**src/hdl/ulm_pkg.sv**
```systemverilog
package ulm_pkg;
  // register indices on the 3-bit address port
  localparam logic [2:0] ADR_DATA  = 3'h0;  // data, or divisor low when divisor access
  localparam logic [2:0] ADR_DIVHI = 3'h1;  // divisor high, only when divisor access
  localparam logic [2:0] ADR_FIFO  = 3'h2;  // fifo_control, write only
  localparam logic [2:0] ADR_LINE  = 3'h3;  // line_control
  localparam logic [2:0] ADR_MODEM = 3'h4;  // modem_control
  localparam logic [2:0] ADR_LSTAT = 3'h5;  // line_status
  localparam logic [2:0] ADR_MSTAT = 3'h6;  // modem_status_register
  localparam logic [2:0] ADR_EFR   = 3'h7;  // enhanced_feature_register
  // field positions
  localparam int FC_EN    = 0;
  localparam int FC_TXLO  = 4;
  localparam int FC_RXLO  = 6;
  localparam int LC_STOP  = 2;
  localparam int LC_PEN   = 3;
  localparam int LC_EVEN  = 4;
  localparam int LC_FORCE = 5;
  localparam int LC_BRK   = 6;
  localparam int LC_DLAB  = 7;
  localparam int MC_DTR   = 0;
  localparam int MC_RTS   = 1;
  localparam int MC_OUT1  = 2;
  localparam int MC_OUT2  = 3;
  localparam int MC_LOOP  = 4;
  localparam int MC_XANY  = 5;
  localparam int MC_IR    = 6;
  localparam int MC_PRE   = 7;
  localparam int EF_ENH   = 4;
  localparam int EF_ARTS  = 6;
  // reset values
  localparam logic [7:0] RST_FIFO  = 8'h00;
  localparam logic [7:0] RST_LINE  = 8'h00;
  localparam logic [7:0] RST_MODEM = 8'h00;
  localparam logic [7:0] RST_EFR   = 8'h00;
  localparam logic [7:0] RST_DIV   = 8'h00;
  // prescaler divide-by-four terminal count
  localparam logic [1:0] PRE_LAST  = 2'h3;

  // trigger code to character count (1, 4, 8, 14)
  function automatic logic [4:0] ulm_trig(input logic [1:0] code);
    case (code)
      2'h0:    ulm_trig = 5'h01;
      2'h1:    ulm_trig = 5'h04;
      2'h2:    ulm_trig = 5'h08;
      default: ulm_trig = 5'h0e;
    endcase
  endfunction : ulm_trig

  // character format handed to the shifters
  typedef struct packed {
    logic [3:0] data_bits;   // 5..8
    logic [1:0] stop_half;   // stop length in half bits: 2, 3 or 4
    logic       par_en;      // parity bit present
    logic       par_force;   // parity bit is the constant par_val
    logic       par_even;    // even parity when not forced
    logic       par_val;     // forced parity level
  } ulm_frm_s;
endpackage : ulm_pkg

```
**src/hdl/ulm_ctrl.sv**
```systemverilog
// Operation
// - tx trigger level 1/4/8/14 from fifo bits 5:4
// - tx interrupt below level, else on empty
// - tx trigger bits writable only when enhanced
// - rx trigger level bits 7:6, interrupt crossing
// - word length 5 to 8 from bits 1:0
// - one stop, else 1.5 or 2
// - bit 3 enables parity generate and check
// - bit 4 selects odd or even parity
// - bit 5 forces parity to constant level
// - break bit holds transmit output low outside loopback
// - bit 7 maps shared addresses to divisor
// - terminal ready pin is inverse of bit 0 outside loopback
// - request to send pin inverse of bit 1 outside loopback
// - bit 2 sets infrared rx polarity, loop ring
// - bit 3 enables interrupt pin outside loopback, drives output two
// - bit 4 selects internal loopback
// - any character resumes transmit, stored unless flow
// - bit 6 routes through infrared coder
// - prescaler divides baud clock by one or four
// - line status bit 0 shows receive data held
// - resume, infrared, prescaler bits need enhanced enable
// - fifo control written only with bit 0 set
// - loopback ring status follows modem bit 2
`timescale 1ns/1ps
`default_nettype none
module ulm_ctrl
  import ulm_pkg::*;
(
  input  wire logic       CLK,
  input  wire logic       RSTN,
  input  wire logic [2:0] ADDR,        // register index
  input  wire logic [7:0] WDATA,       // write data
  input  wire logic       WR,          // write strobe
  input  wire logic       RD,          // read strobe
  output logic      [7:0] RDATA,       // read data, cycle after RD
  input  wire logic [7:0] RX_DATA,     // head of receive fifo
  output logic            TX_WRITE,    // transmit holding write pulse
  output logic            RX_READ,     // receive holding read pulse
  input  wire logic [4:0] TX_COUNT,    // characters in transmit fifo
  input  wire logic [4:0] RX_COUNT,    // characters in receive fifo
  output logic            TX_INT,      // transmit ready request
  output logic            RX_INT,      // receive trigger request
  output ulm_frm_s        FRAME,       // character format
  output logic     [15:0] DIVISOR,     // baud divisor
  output logic            BAUD_EN,     // prescaled baud clock enable
  input  wire logic       TX_SER,      // raw serial from transmit shifter
  input  wire logic       IR_TX,       // infrared encoder output
  output logic            TXD,         // serial transmit pin
  input  wire logic       RXD,         // serial receive pin
  output logic            RX_SER,      // serial into receive path
  output logic            IR_SEL,      // infrared coder in use
  input  wire logic       RX_DONE,     // one character received
  input  wire logic       RX_FLOWCHR,  // that character is a flow character
  input  wire logic       SW_FLOW_EN,  // software flow control on
  output logic            TX_RESUME,   // resume stopped transmit pulse
  output logic            RX_STORE,    // store received character pulse
  output logic            AUTO_RTS,    // automatic rts flow enabled
  input  wire logic       INT_REQ,     // combined interrupt from sources
  output logic            INT_O,       // interrupt pin level
  output logic            INT_OE,      // interrupt pin enable
  output logic            DTR_N,       // terminal ready pin
  output logic            RTS_N,       // request to send pin
  output logic            OUT2_N,      // general output two pin
  input  wire logic       CTS_N,       // clear to send pin
  input  wire logic       DSR_N,       // set ready pin
  input  wire logic       RI_N,        // ring_indicator_in pin
  input  wire logic       CD_N         // carrier detect pin
);

  // control registers
  logic [7:0] fifo_ff;         // fifo_control
  logic [7:0] line_ff;         // line_control
  logic [7:0] modem_ff;        // modem_control
  logic [7:0] efr_ff;          // enhanced_feature_register
  logic [7:0] divlo_ff;        // divisor low byte
  logic [7:0] divhi_ff;        // divisor_high
  logic [7:0] rdata_ff;        // read data holding
  logic       above_ff;        // last reload filled past tx level
  logic [1:0] pre_ff;          // prescaler counter
  logic       baud_ff;         // registered baud enable
  logic       txd_ff;          // registered serial pin
  logic       resume_ff;       // registered resume pulse
  logic       store_ff;        // registered store pulse

  // decoded strobes
  wire logic dlab   = line_ff[LC_DLAB];
  wire logic enh    = efr_ff[EF_ENH];
  wire logic loop   = modem_ff[MC_LOOP];
  wire logic w_data = WR && ADDR == ADR_DATA && !dlab;
  wire logic w_divl = WR && ADDR == ADR_DATA && dlab;
  wire logic w_divh = WR && ADDR == ADR_DIVHI && dlab;
  wire logic w_fifo = WR && ADDR == ADR_FIFO && WDATA[FC_EN];
  wire logic w_line = WR && ADDR == ADR_LINE;
  wire logic w_mdm  = WR && ADDR == ADR_MODEM;
  wire logic w_efr  = WR && ADDR == ADR_EFR;
  wire logic r_data = RD && ADDR == ADR_DATA && !dlab;

  // next values of the write-gated registers
  logic [7:0] nxt_fifo;
  logic [7:0] nxt_modem;

  // fifo bits land only with enable set; tx trigger kept unless enhanced
  always_comb begin
    nxt_fifo = fifo_ff;
    if (w_fifo) begin
      nxt_fifo = WDATA;
      if (!enh) begin
        nxt_fifo[FC_TXLO+1:FC_TXLO] = fifo_ff[FC_TXLO+1:FC_TXLO];
      end
    end
  end

  // enhanced-only bits of modem control hold their value otherwise
  always_comb begin
    nxt_modem = modem_ff;
    if (w_mdm) begin
      nxt_modem = WDATA;
      if (!enh) begin
        nxt_modem[MC_PRE]  = modem_ff[MC_PRE];
        nxt_modem[MC_IR]   = modem_ff[MC_IR];
        nxt_modem[MC_XANY] = modem_ff[MC_XANY];
      end
    end
  end

  // register storage, all zero after reset
  always_ff @(posedge CLK or negedge RSTN) begin
    if (!RSTN) begin
      fifo_ff  <= RST_FIFO;
      line_ff  <= RST_LINE;
      modem_ff <= RST_MODEM;
      efr_ff   <= RST_EFR;
      divlo_ff <= RST_DIV;
      divhi_ff <= RST_DIV;
    end else begin
      fifo_ff  <= nxt_fifo;
      modem_ff <= nxt_modem;
      if (w_line) line_ff  <= WDATA;
      if (w_efr)  efr_ff   <= WDATA;
      if (w_divl) divlo_ff <= WDATA;
      if (w_divh) divhi_ff <= WDATA;
    end
  end

  // shared address goes to data path only without divisor access
  assign TX_WRITE = w_data;
  assign RX_READ  = r_data;
  assign DIVISOR  = {divhi_ff, divlo_ff};

  // trigger levels
  wire logic [4:0] tx_lvl = ulm_trig(fifo_ff[FC_TXLO+1:FC_TXLO]);
  wire logic [4:0] rx_lvl = ulm_trig(fifo_ff[FC_RXLO+1:FC_RXLO]);

  // remember whether the last reload got above the tx level
  always_ff @(posedge CLK or negedge RSTN) begin
    if (!RSTN) begin
      above_ff <= 1'b0;
    end else if (TX_COUNT > tx_lvl) begin
      above_ff <= 1'b1;
    end else if (TX_COUNT == 5'h00) begin
      above_ff <= 1'b0;
    end
  end

  // a short reload only interrupts once it has drained
  assign TX_INT = above_ff ? (TX_COUNT < tx_lvl) : (TX_COUNT == 5'h00);
  assign RX_INT = RX_COUNT >= rx_lvl;

  // character format
  always_comb begin
    FRAME.data_bits = 4'h5 + {2'h0, line_ff[1:0]};
    if (!line_ff[LC_STOP]) begin
      FRAME.stop_half = 2'h2;
    end else if (line_ff[1:0] == 2'h0) begin
      FRAME.stop_half = 2'h3;
    end else begin
      FRAME.stop_half = 2'h0;  // four half bits wraps; shifter reads 0 as two stops
    end
    FRAME.par_en    = line_ff[LC_PEN];
    FRAME.par_even  = line_ff[LC_EVEN];
    FRAME.par_force = line_ff[LC_FORCE];
    FRAME.par_val   = !line_ff[LC_EVEN];
  end

  // status reads
  wire logic       rx_ready = RX_COUNT != 5'h00;
  wire logic [7:0] lstat = {7'h00, rx_ready};
  wire logic [3:0] mstat_lo = 4'h0;  // delta bits live in the status block
  wire logic [3:0] mstat_hi = loop ?
    {modem_ff[MC_OUT2], modem_ff[MC_OUT1], modem_ff[MC_DTR], modem_ff[MC_RTS]} :
    {!CD_N, !RI_N, !DSR_N, !CTS_N};
  wire logic [7:0] mstat = {mstat_hi, mstat_lo};

  // read multiplexer; fifo_control is write only and reads as zero
  logic [7:0] rd_mux;
  always_comb begin
    if (ADDR == ADR_DATA) begin
      rd_mux = dlab ? divlo_ff : RX_DATA;
    end else if (ADDR == ADR_DIVHI) begin
      rd_mux = dlab ? divhi_ff : 8'h00;
    end else if (ADDR == ADR_LINE) begin
      rd_mux = line_ff;
    end else if (ADDR == ADR_MODEM) begin
      rd_mux = modem_ff;
    end else if (ADDR == ADR_LSTAT) begin
      rd_mux = lstat;
    end else if (ADDR == ADR_MSTAT) begin
      rd_mux = mstat;
    end else if (ADDR == ADR_EFR) begin
      rd_mux = efr_ff;
    end else begin
      rd_mux = 8'h00;
    end
  end

  // read data stands only in the cycle after the strobe
  always_ff @(posedge CLK or negedge RSTN) begin
    if (!RSTN) rdata_ff <= 8'h00;
    else       rdata_ff <= RD ? rd_mux : 8'h00;
  end
  assign RDATA = rdata_ff;

  // prescaler: a baud enable every cycle or every fourth
  always_ff @(posedge CLK or negedge RSTN) begin
    if (!RSTN) begin
      pre_ff  <= 2'h0;
      baud_ff <= 1'b0;
    end else begin
      pre_ff  <= pre_ff + 2'h1;
      baud_ff <= !modem_ff[MC_PRE] || pre_ff == PRE_LAST;
    end
  end
  assign BAUD_EN = baud_ff;

  // serial output: break beats infrared and shifter data, loopback parks the pin at mark
  logic tx_line;
  always_comb begin
    if (line_ff[LC_BRK])       tx_line = 1'b0;
    else if (modem_ff[MC_IR])  tx_line = IR_TX;
    else                       tx_line = TX_SER;
  end
  always_ff @(posedge CLK or negedge RSTN) begin
    if (!RSTN) txd_ff <= 1'b1;
    else       txd_ff <= loop ? 1'b1 : tx_line;
  end
  assign TXD    = txd_ff;
  assign IR_SEL = modem_ff[MC_IR];

  // receive path: loopback takes the internal line, infrared is
  // normalised to active high pulses for the decoder
  wire logic ir_rx = modem_ff[MC_OUT1] ? RXD : !RXD;
  assign RX_SER = loop ? tx_line : (modem_ff[MC_IR] ? ir_rx : RXD);

  // any character resume, flow characters are not stored when flow is on
  always_ff @(posedge CLK or negedge RSTN) begin
    if (!RSTN) begin
      resume_ff <= 1'b0;
      store_ff  <= 1'b0;
    end else begin
      resume_ff <= RX_DONE && modem_ff[MC_XANY];
      store_ff  <= RX_DONE && !(RX_FLOWCHR && SW_FLOW_EN);
    end
  end
  assign TX_RESUME = resume_ff;
  assign RX_STORE  = store_ff;
  assign AUTO_RTS  = efr_ff[EF_ARTS];

  // modem outputs are active low copies outside loopback, general output two always
  assign DTR_N  = !modem_ff[MC_DTR] || loop;
  assign RTS_N  = !modem_ff[MC_RTS] || loop;
  assign OUT2_N = !modem_ff[MC_OUT2];
  assign INT_OE = modem_ff[MC_OUT2] && !loop;
  assign INT_O  = INT_REQ;
endmodule : ulm_ctrl
`default_nettype wire

```
**config.mk**
```make
export PLATFORM = sky130hd
export DESIGN_NAME = ulm_ctrl
export DESIGN_NICKNAME = d
export VERILOG_FILES = /design/src/hdl/ulm_pkg.sv /design/src/hdl/ulm_ctrl.sv
export SDC_FILE = /design/constraint.sdc
export NUM_CORES = 1
export LEC_CHECK = 0
export ABC_CLOCK_PERIOD_IN_PS = 2700
export BUFFER_PORTS_ARGS = -buffer_cell sky130_fd_sc_hd__buf_2
export CAP_MARGIN = 20
export CORE_MARGIN = 3
export CORE_UTILIZATION = 30
export DETAILED_ROUTE_END_ITERATION = 8
export GPL_ROUTABILITY_DRIVEN = 0
export SLEW_MARGIN = 40
export SYNTH_ARGS = -nofsm -noshare
export SYNTH_HDL_FRONTEND = slang
export SYNTH_SLANG_ARGS = --single-unit
```
**constraint.sdc**
```tcl
create_clock -name CLK -period 2.7 [get_ports CLK]
set_input_delay 0.135 -clock CLK [delete_from_list [all_inputs] [get_ports CLK]]
set_output_delay 0.135 -clock CLK [all_outputs]
set_load 0.01 [all_outputs]
```
# ---- After elaboration in Yosys (flattened, before gate mapping)
# Index checks and enable logic that the tools add are counted.
dict set report word_totals {
  regBits 63
  word_cells 97
}
dict set report op_classes {
  n_eq_ne 12
  magnitude_cmp 3
  muxes 24
  add_sub_neg 2
  n_reduce_logical 41
}
# cell count
set op_table {}
lappend op_table {{2-to-1 mux 8 bit} 10}
lappend op_table {{case mux 4 bit (3 select lines)} 2}
lappend op_table {{logical AND 1 bit} 16}
lappend op_table {{zero test 1 bit} 13}
lappend op_table {{equality test 3 bit (second input constant)} 4}
lappend op_table {{2-to-1 mux 1 bit} 9}
lappend op_table {{equality test 2 bit (second input constant)} 3}
lappend op_table {{equality test 3 x 2 -> 1 bit (second input constant)} 2}
lappend op_table {{zero test 2 bit} 3}
lappend op_table {{>= comparator 5 bit} 1}
lappend op_table {{greater-than comparator 5 bit} 1}
lappend op_table {{zero test 5 bit} 1}
lappend op_table {{< comparator 5 bit} 1}
lappend op_table {{nonzero test 5 bit} 1}
lappend op_table {{adder 3 x 2 -> 4 bit (first input constant)} 1}
lappend op_table {{equality test 2 x 1 -> 1 bit (second input constant)} 2}
lappend op_table {{2-to-1 mux 2 bit} 2}
lappend op_table {{2-to-1 mux 4 bit} 1}
lappend op_table {{AND reduction 2 bit} 2}
lappend op_table {{equality test 3 x 1 -> 1 bit (second input constant)} 1}
lappend op_table {{zero test 3 bit} 1}
lappend op_table {{logical OR 1 bit} 3}
lappend op_table {{adder 2 x 1 -> 2 bit (second input constant)} 1}
lappend op_table {{nonzero test 2 bit} 1}

# ---- Depth between registers and ports, before layout
# Gate-level depths: netlist of run 1.
dict set report logic_depth {
  ltp_word 9
  ltp_mapped 7
  depth_no_buf 6
}

# ---- Worst setup path before layout of run 1
# OpenSTA, ideal clock, no wires.
dict set report synth_path {
  kind {flip-flop to output port}
  start {register fifo_ff[7]}
  end {output RX_INT}
  arrival_time_ns 1.458
  stages_incl_launch_ff 7
  path_slack_ns 1.107
  cell_sequence {dfrtp_1 nor2_1 ha_1 nand2b_1 a21o_1 a21o_1 a211o_1}
}
dict set report synth_between {
  elab_chain_cells 3
  elab_cells_between_ends 5
}
# element line_no
set synth_lines {}
lappend synth_lines {{start, declared} ulm_ctrl.sv:72} ;# logic [7:0] fifo_ff;
lappend synth_lines {{start signal, assigned} ulm_ctrl.sv:137} ;# fifo_ff <= nxt_fifo;
lappend synth_lines {{equality test 2 bit (tied with other cells)} ulm_pkg.sv:42} ;# case (code)
lappend synth_lines {{case mux 4 bit (3 select lines) (*)} ulm_pkg.sv:42}
lappend synth_lines {{>= comparator 5 bit (*)} ulm_ctrl.sv:168} ;# assign RX_INT = RX_COUNT >= rx_lvl;
lappend synth_lines {{end, declared} ulm_ctrl.sv:43} ;# output logic RX_INT,
# Every way passes the cells marked *; elsewhere a longest branch is shown, timed or not.

# ---- Final worst setup path of run 1
# Same ends and word-level chain as after synthesis.

==> out/metrics.yaml, run 1 <==
grt_usage_pct: 15.1
synthAdderAreaFrac_pct: 4.36
finalWorstSetupSlack_ps: 589
crit_required_ps: 2570
synth.cell_area_um2: 3150
powerDensity_nw_per_um2: 783
clockBufferDepth: 2
r2r-end: "RDATA[6]"
post_cts_buffers: 0
min-delay-start: "RX_DONE"
syn_inst: 281
grt_setup_unrepaired: "false"
cts_made_buffers: 9
cts-root-buf: "clkbuf_8"
cp-end-kind: "primary output"
muxShareOfSynthArea_pct: 17.7
rrSetupSlack_ps: 1130
final_common_cell: "buf_2"
crit_family: "compound AO/OA/AOI/OAI gates"
grt_pass1_vias: 2482
critPathSlowestCell: "dfrtp_1"
overflow: 0
layout.cells.non_filler: 509
max_stage_delay_ps: 390
fin_nets: 426
path_common_cell: "a21o_1"
syn_nets: 336
layout-drive-gt1-share_pct: 44.7
io_buffers: 91
dp_hpwl_mm: 6.42
hold_end: "TX_RESUME"
core_area_um2: 10000
synth_edf_count: 0
htreeDepth: 3
drtIter0Drc: 159
start_kind: "register"
period_share_pct: 78.2
placed_cells: 490
status: "finished, final reports clean"
hold_depth: 2
layout_common_cells: "91 x buf_2, 58 x dfrtp_1, 47 x mux2_2"
rr_startpoint: "line_ff[7]"
dp_slack_ps: 965
area_delta_synth_final_pct: 25.3
diodes: 0
synth_warnings: 0
syn_avg_cell_area_um2: 11.2
synth-seq-area-share_pct: 46.8
relSlewSlack_pct: 55.6
worstSkewPairLatency_ps: 350
fp.dieW_um: 109
dr.pass1.iters: 4
ys.flop_type: "dfrtp_1"
cp_num_buf_inv: 1
ys_types: 41
path_cells: "nor2_1 -> ha_1 -> nand2b_1 -> a21o_1 -> a21o_1 -> a211o_1 -> buf_2"
viasPerCell: 4.87
ant_nets: 0
tightest_slew_ps: 666
drv_slew: 0
vdd_ir_drop_max_uv: 310
cts_sinks: 59
path_clk_slew_ps: 70
synth_compound_area_share_pct: 12.5
fmax_mhz: 474
arrival_ps: 1980
power.static_leakage_nw: 1.86
antenna_found_initial: 0
wirelength_mm: 8.53
yosys.area_share.simple_pct: 13.2
fin_crit_ps: 2110
hold_path_class: "in2reg"
std_cell_rows: 36
drc_errors: 0
start_util_pct: 31.5
via_count: 2479
dr_wl_met3_um: 505
ioPinCount: 94
grt_max_degree: 54
die-area_um2: 11800
drt-met1-wl_mm: 3.95
synth_seq_cells: 59
grt_pass1_wl_mm: 13.4
fin_tns_setup_ps: 0
path_class: "reg2out"
met2_length_mm: 3.94
rr_worst_depth: 4
async_flop_share_pct: 100
hold_viol_final: 0
synth_xor_area_share_pct: 0.278
die_h_um: 109
routedWlPerCell_um: 16.8
fin_skew_ps: 8.46
maxUsedRoutingLayer: "met4"
worstPathMaxFanout: 3
cts_tree: "built"
cts_resized: 0
finalSetupViolations: 0
synth_top_family_by_area: "multiplexers"
drv_cap: 0
registers in the layout (all words and copies together) (netlist names):
name and count:
BAUD_EN 1, RDATA 8, RX_STORE 1, TXD 1
TX_RESUME 1, above_ff 1, divhi_ff 8, divlo_ff 8
efr_ff 8, fifo_ff 4, line_ff 8, modem_ff 8
pre_ff 2
logic make-up (layout without fill, tap and decap cells):
family,Yosys count,count (layout)
flip-flops,59,59
AND/OR/NAND/NOR,70,70
adder cells (fa/ha/maj),11,11
buffers and inverters,31,126
AO/OA/AOI/OAI,59,59
XOR/XNOR,1,1
multiplexers,50,50
cells in the mapped netlist (5+ instances only):
library cell | number | area, µm²
buf_4 | 8 | 60.1
nor2_1 | 9 | 33.8
a221oi_1 | 5 | 43.8
inv_1 | 13 | 48.8
o21ai_0 | 22 | 110
nand2_1 | 21 | 78.8
a211oi_1 | 11 | 82.6
buf_2 | 6 | 30.0
dfrtp_1 | 58 | 1450
ha_1 | 11 | 138
mux2_2 | 47 | 529
nand2b_1 | 10 | 62.6
a21oi_1 | 8 | 40.0
power breakdown:
group	internal [mW]	total, mW	switching (mW)
combinational	0.421	0.848	0.427
clock	0.635	0.989	0.354
sequential	1.09	1.26	0.172
total	2.15	3.10	0.952
layout make-up:
type	instances	area [µm²]
repair buffers	96	500
inverters	14	52.6
well taps	133	166
multi-input cells	191	1520
clock buffers	11	141
clock inverters	5	100
flip-flops and latches	59	1480
fillers	1014	6050
metrics by stage:
| stage | hold WS (ps) | instance area (µm²) | util (%) | total power, mW |
|---|---|---|---|---|
| 6_report | 29.8 | 3950 | 39.5 | 3.10 |
| 5_1_grt | 32.0 | 3950 | 39.5 | 3.29 |
| 4_1_cts | 15.3 | 3950 | 39.5 | 3.14 |
| 3_5_place_dp | -11.1 | 3680 | 36.8 | 2.13 |
| 3_3_place_gp | -10.2 | 3680 | 36.8 | 2.10 |
| 2_1_floorplan | -161 | 3150 | - | 1.77 |
worst max path at each step:
stage | startpoint | endpoint | slack [ps] | cells after the start
CTS | fifo_ff[7] | RX_INT | 560 | 7
floorplan | fifo_ff[7] | RX_INT | 1110 | 6
global route | fifo_ff[7] | RX_INT | 480 | 7
global placement | fifo_ff[7] | RX_INT | 970 | 7
finish | fifo_ff[7] | RX_INT | 590 | 7
detailed placement | fifo_ff[7] | RX_INT | 960 | 7
worst reg2reg max path: cells and delay by family, from the launching register on:
family,cells,cell delay [ps]
buffers and inverters,1,270
AOI/OAI and AO/OA,2,380
muxes,1,370
DFF,1,390
timing repair:
item	4_1_cts	5_1_grt
endpoints found under the setup margin	0	0
hold buffers	3	0
endpoints found under the hold margin	7	0
layer usage:
layer	vias to the layer above	global-route usage, %
met4	0	5.68
met3	10	3.76
met1	1198	20.9
met2	87	22.9
li1	1184	-
met5	-	0
Power figures use the tool's default switching activity.
==> run 2, diff against run 1 <==
--- a/config.mk
+++ b/config.mk
@@ -5,7 +5,7 @@
 export SDC_FILE = /design/constraint.sdc
 export NUM_CORES = 1
 export LEC_CHECK = 0
-export ABC_CLOCK_PERIOD_IN_PS = 2700
+export ABC_CLOCK_PERIOD_IN_PS = 2200
 export BUFFER_PORTS_ARGS = -buffer_cell sky130_fd_sc_hd__buf_2
 export CAP_MARGIN = 20
 export CORE_MARGIN = 3
==> constraint.sdc (replaced) <==
create_clock -name CLK -period 2.2 [get_ports CLK]
set_input_delay 0.11 -clock CLK [delete_from_list [all_inputs] [get_ports CLK]]
set_output_delay 0.11 -clock CLK [all_outputs]
set_load 0.01 [all_outputs]
==> run 2 against run 1 <==
  * Critical path depth unchanged
  * Non-clock buffer count up 1
  * Power up 12%
  * Flip-flop and latch count unchanged
  * Setup slack worse by 480 ps
  * Design area down 1.2%
  * Critical path type unchanged
  * Via count down 0.73%
==> out/metrics.yaml, run 2 (synthesis gave the netlist of run 1 again) <==
fin_tns_setup_ps: 0  # unchanged
arrival_ps: 1980  # about the same
use_met3_pct: 4.06  # was 3.76%
dr.pass1.iters: 4  # unchanged
htreeDepth: 3  # unchanged
hold_viol_final: 0  # unchanged
start_util_pct: 31.5  # unchanged
final_common_cell: "buf_2"  # unchanged
vdd_ir_drop_max_uv: 410  # was 310 µV
fillers: 1027  # was 1014
clockBufferDepth: 2  # unchanged
grt_use_met1_pct: 20.6  # was 20.9%
antenna_found_initial: 0  # unchanged
postLayoutCoreUtil_pct: 39.1  # was 39.5%
fmax_mhz: 479
dp_hpwl_mm: 6.40  # was 6.42 mm
place_area_um2: 3690  # was 3680 µm²
powerDensity_nw_per_um2: 886  # was 783 nW/µm²
layout_common_cells: "91 x buf_2, 58 x dfrtp_1, 47 x mux2_2"  # unchanged
status: "finished, final reports clean"  # unchanged
drv_cap: 0  # unchanged
fin_skew_ps: 8.79  # was 8.46 ps
regArea_um2: 1480  # unchanged
die_h_um: 109  # unchanged
die-area_um2: 11800  # unchanged
p_int_mw: 2.32  # was 2.15 mW
cts_sinks: 59  # unchanged
path_clk_slew_ps: 60  # was 70 ps
drv_slew: 0  # unchanged
cts_made_buffers: 9  # unchanged
multi_input_area_um2: 1520  # unchanged
start_kind: "register"  # unchanged
seqPwrFrac_pct: 44.9  # was 40.7%
grt_pass1_vias: 2562  # was 2482
placed_cells: 490  # unchanged
rr_startpoint: "line_ff[7]"  # unchanged
worstPathMaxFanout: 3  # unchanged
pwr-share-clk_pct: 25.4  # was 31.9%
ant_nets: 0  # unchanged
grt_pass1_wl_mm: 13.4  # about the same
power.static_leakage_nw: 1.84  # was 1.86 nW
hold_path_class: "in2reg"  # unchanged
core_area_um2: 10000  # unchanged
overflow: 0  # unchanged
switchingPower_mw: 1.14  # was 952 µW
post_cts_buffers: 0  # unchanged
layout-drive-gt1-share_pct: 44.0  # was 44.7%
min-delay-start: "TX_COUNT[4]"  # was RX_DONE
layout.cells.non_filler: 510  # was 509
io_buffers: 91  # unchanged
wirelength_mm: 8.41  # was 8.53 mm
via_count: 2461  # was 2479
grt_usage_pct: 15.0  # was 15.1%
finalSetupViolations: 0  # unchanged
worstSkewPairLatency_ps: 330  # was 350 ps
finalPower_mw: 3.46  # was 3.10 mW
cts_tree: "built"  # unchanged
std_cell_rows: 36  # unchanged
path_class: "reg2out"  # unchanged
area_delta_synth_final_pct: 23.9  # was 25.3%
met2_usage_pct: 22.7  # was 22.9%
grt_max_degree: 37  # was 54
grt_setup_unrepaired: "false"  # unchanged
drtIter0Drc: 121  # was 159
crit_required_ps: 2090  # was 2570 ps
switching_share_pct: 32.9  # was 30.7%
relSlewSlack_pct: 60.2  # was 55.6%
routedWlPerCell_um: 16.5  # was 16.8 µm
top_usage_layer: "met2"  # unchanged
cp-startpoint: "fifo_ff[7]"  # unchanged
viasPerCell: 4.83  # was 4.87
tightest_slew_ps: 596  # was 666 ps
ioPinCount: 94  # unchanged
fin_nets: 427  # was 426
diodes: 0  # unchanged
period_share_pct: 94.9
drc_errors: 0  # unchanged
cp-end-kind: "primary output"  # unchanged
cts-root-buf: "clkbuf_8"  # unchanged
stdcell_area_um2: 3910  # was 3950 µm²
fin_crit_ps: 2090
fp.dieW_um: 109  # unchanged
power_frac_comb_pct: 29.7  # was 27.4%
run 2: cell count changes in the layout (fill, tap and decap cells not counted):
cell,previous run,this run
buf_4,2,1
buf_12,0,1
clkbuf_8,10,11
bufinv_16,3,0
dlygate4sd3_1,3,4
clkbuf_1,1,3
run 2: final timing paths:
kind | depth (start not counted) | to | slack (ps)
hold / removal | 3 | above_ff | 80
setup / recovery | 7 | RX_INT | 110
setup reg to reg | 3 | divhi_ff[1] | 550
max in group asynchronous | 3 | RDATA[5] | 1290
min in group asynchronous | 2 | RDATA[2] | 310
hold reg to reg | 1 | pre_ff[0] | 440
run 2: repair_timing:
item	in CTS	in global routing
hold buffers	4	0
endpoints found under the hold margin	24	0
gates resized for setup	0	0
run 2: per-layer routing:
| metal | routed length [µm] | vias up | part of all wire (%) |
|---|---|---|---|
| met2 | 3860 | 66 | 46 |
| met5 | 0 | - | 0 |
| met4 | 80 | 0 | 0.95 |
| met1 | 3990 | 1192 | 47 |
| met3 | 476 | 7 | 5.7 |
| li1 | - | 1196 | - |
run 2: layout make-up:
| type | count | share of cell area (%) |
|---|---|---|
| well taps | 133 | 4.26 |
| clock inverters | 2 | 0.256 |
| flip-flops and latches | 59 | 37.8 |
| clock buffers | 14 | 4.16 |
| repair buffers | 97 | 13.4 |
| inverters | 14 | 1.34 |
| multi-input cells | 191 | 38.8 |
run 2: power groups by stage:
stage          Sequential [mW]  Combinational [mW]  Clock (mW)
6_report                  1.55                1.03       0.879
5_1_grt                   1.60                1.15       0.952
4_1_cts                   1.56                1.04       0.906
3_5_place_dp              1.58                1.03           0
3_3_place_gp              1.57                1.01           0
2_1_floorplan             1.57               0.612           0
run 2: critical path, stage by stage (launching register included):
cell and delay, ps:
dfrtp_1 390, nor2_1 110, ha_1 230, nand2b_1 140, a21o_1 180, a21o_1 180, a211o_1 290, buf_2 140
run 2: stage by stage:
stage          hold WS [ps]  setup WS, ps
2_1_floorplan          -186           632
3_3_place_gp            156           507
3_5_place_dp            164           465
4_1_cts                67.1          91.9
5_1_grt                95.8          25.2
6_report               81.1           112
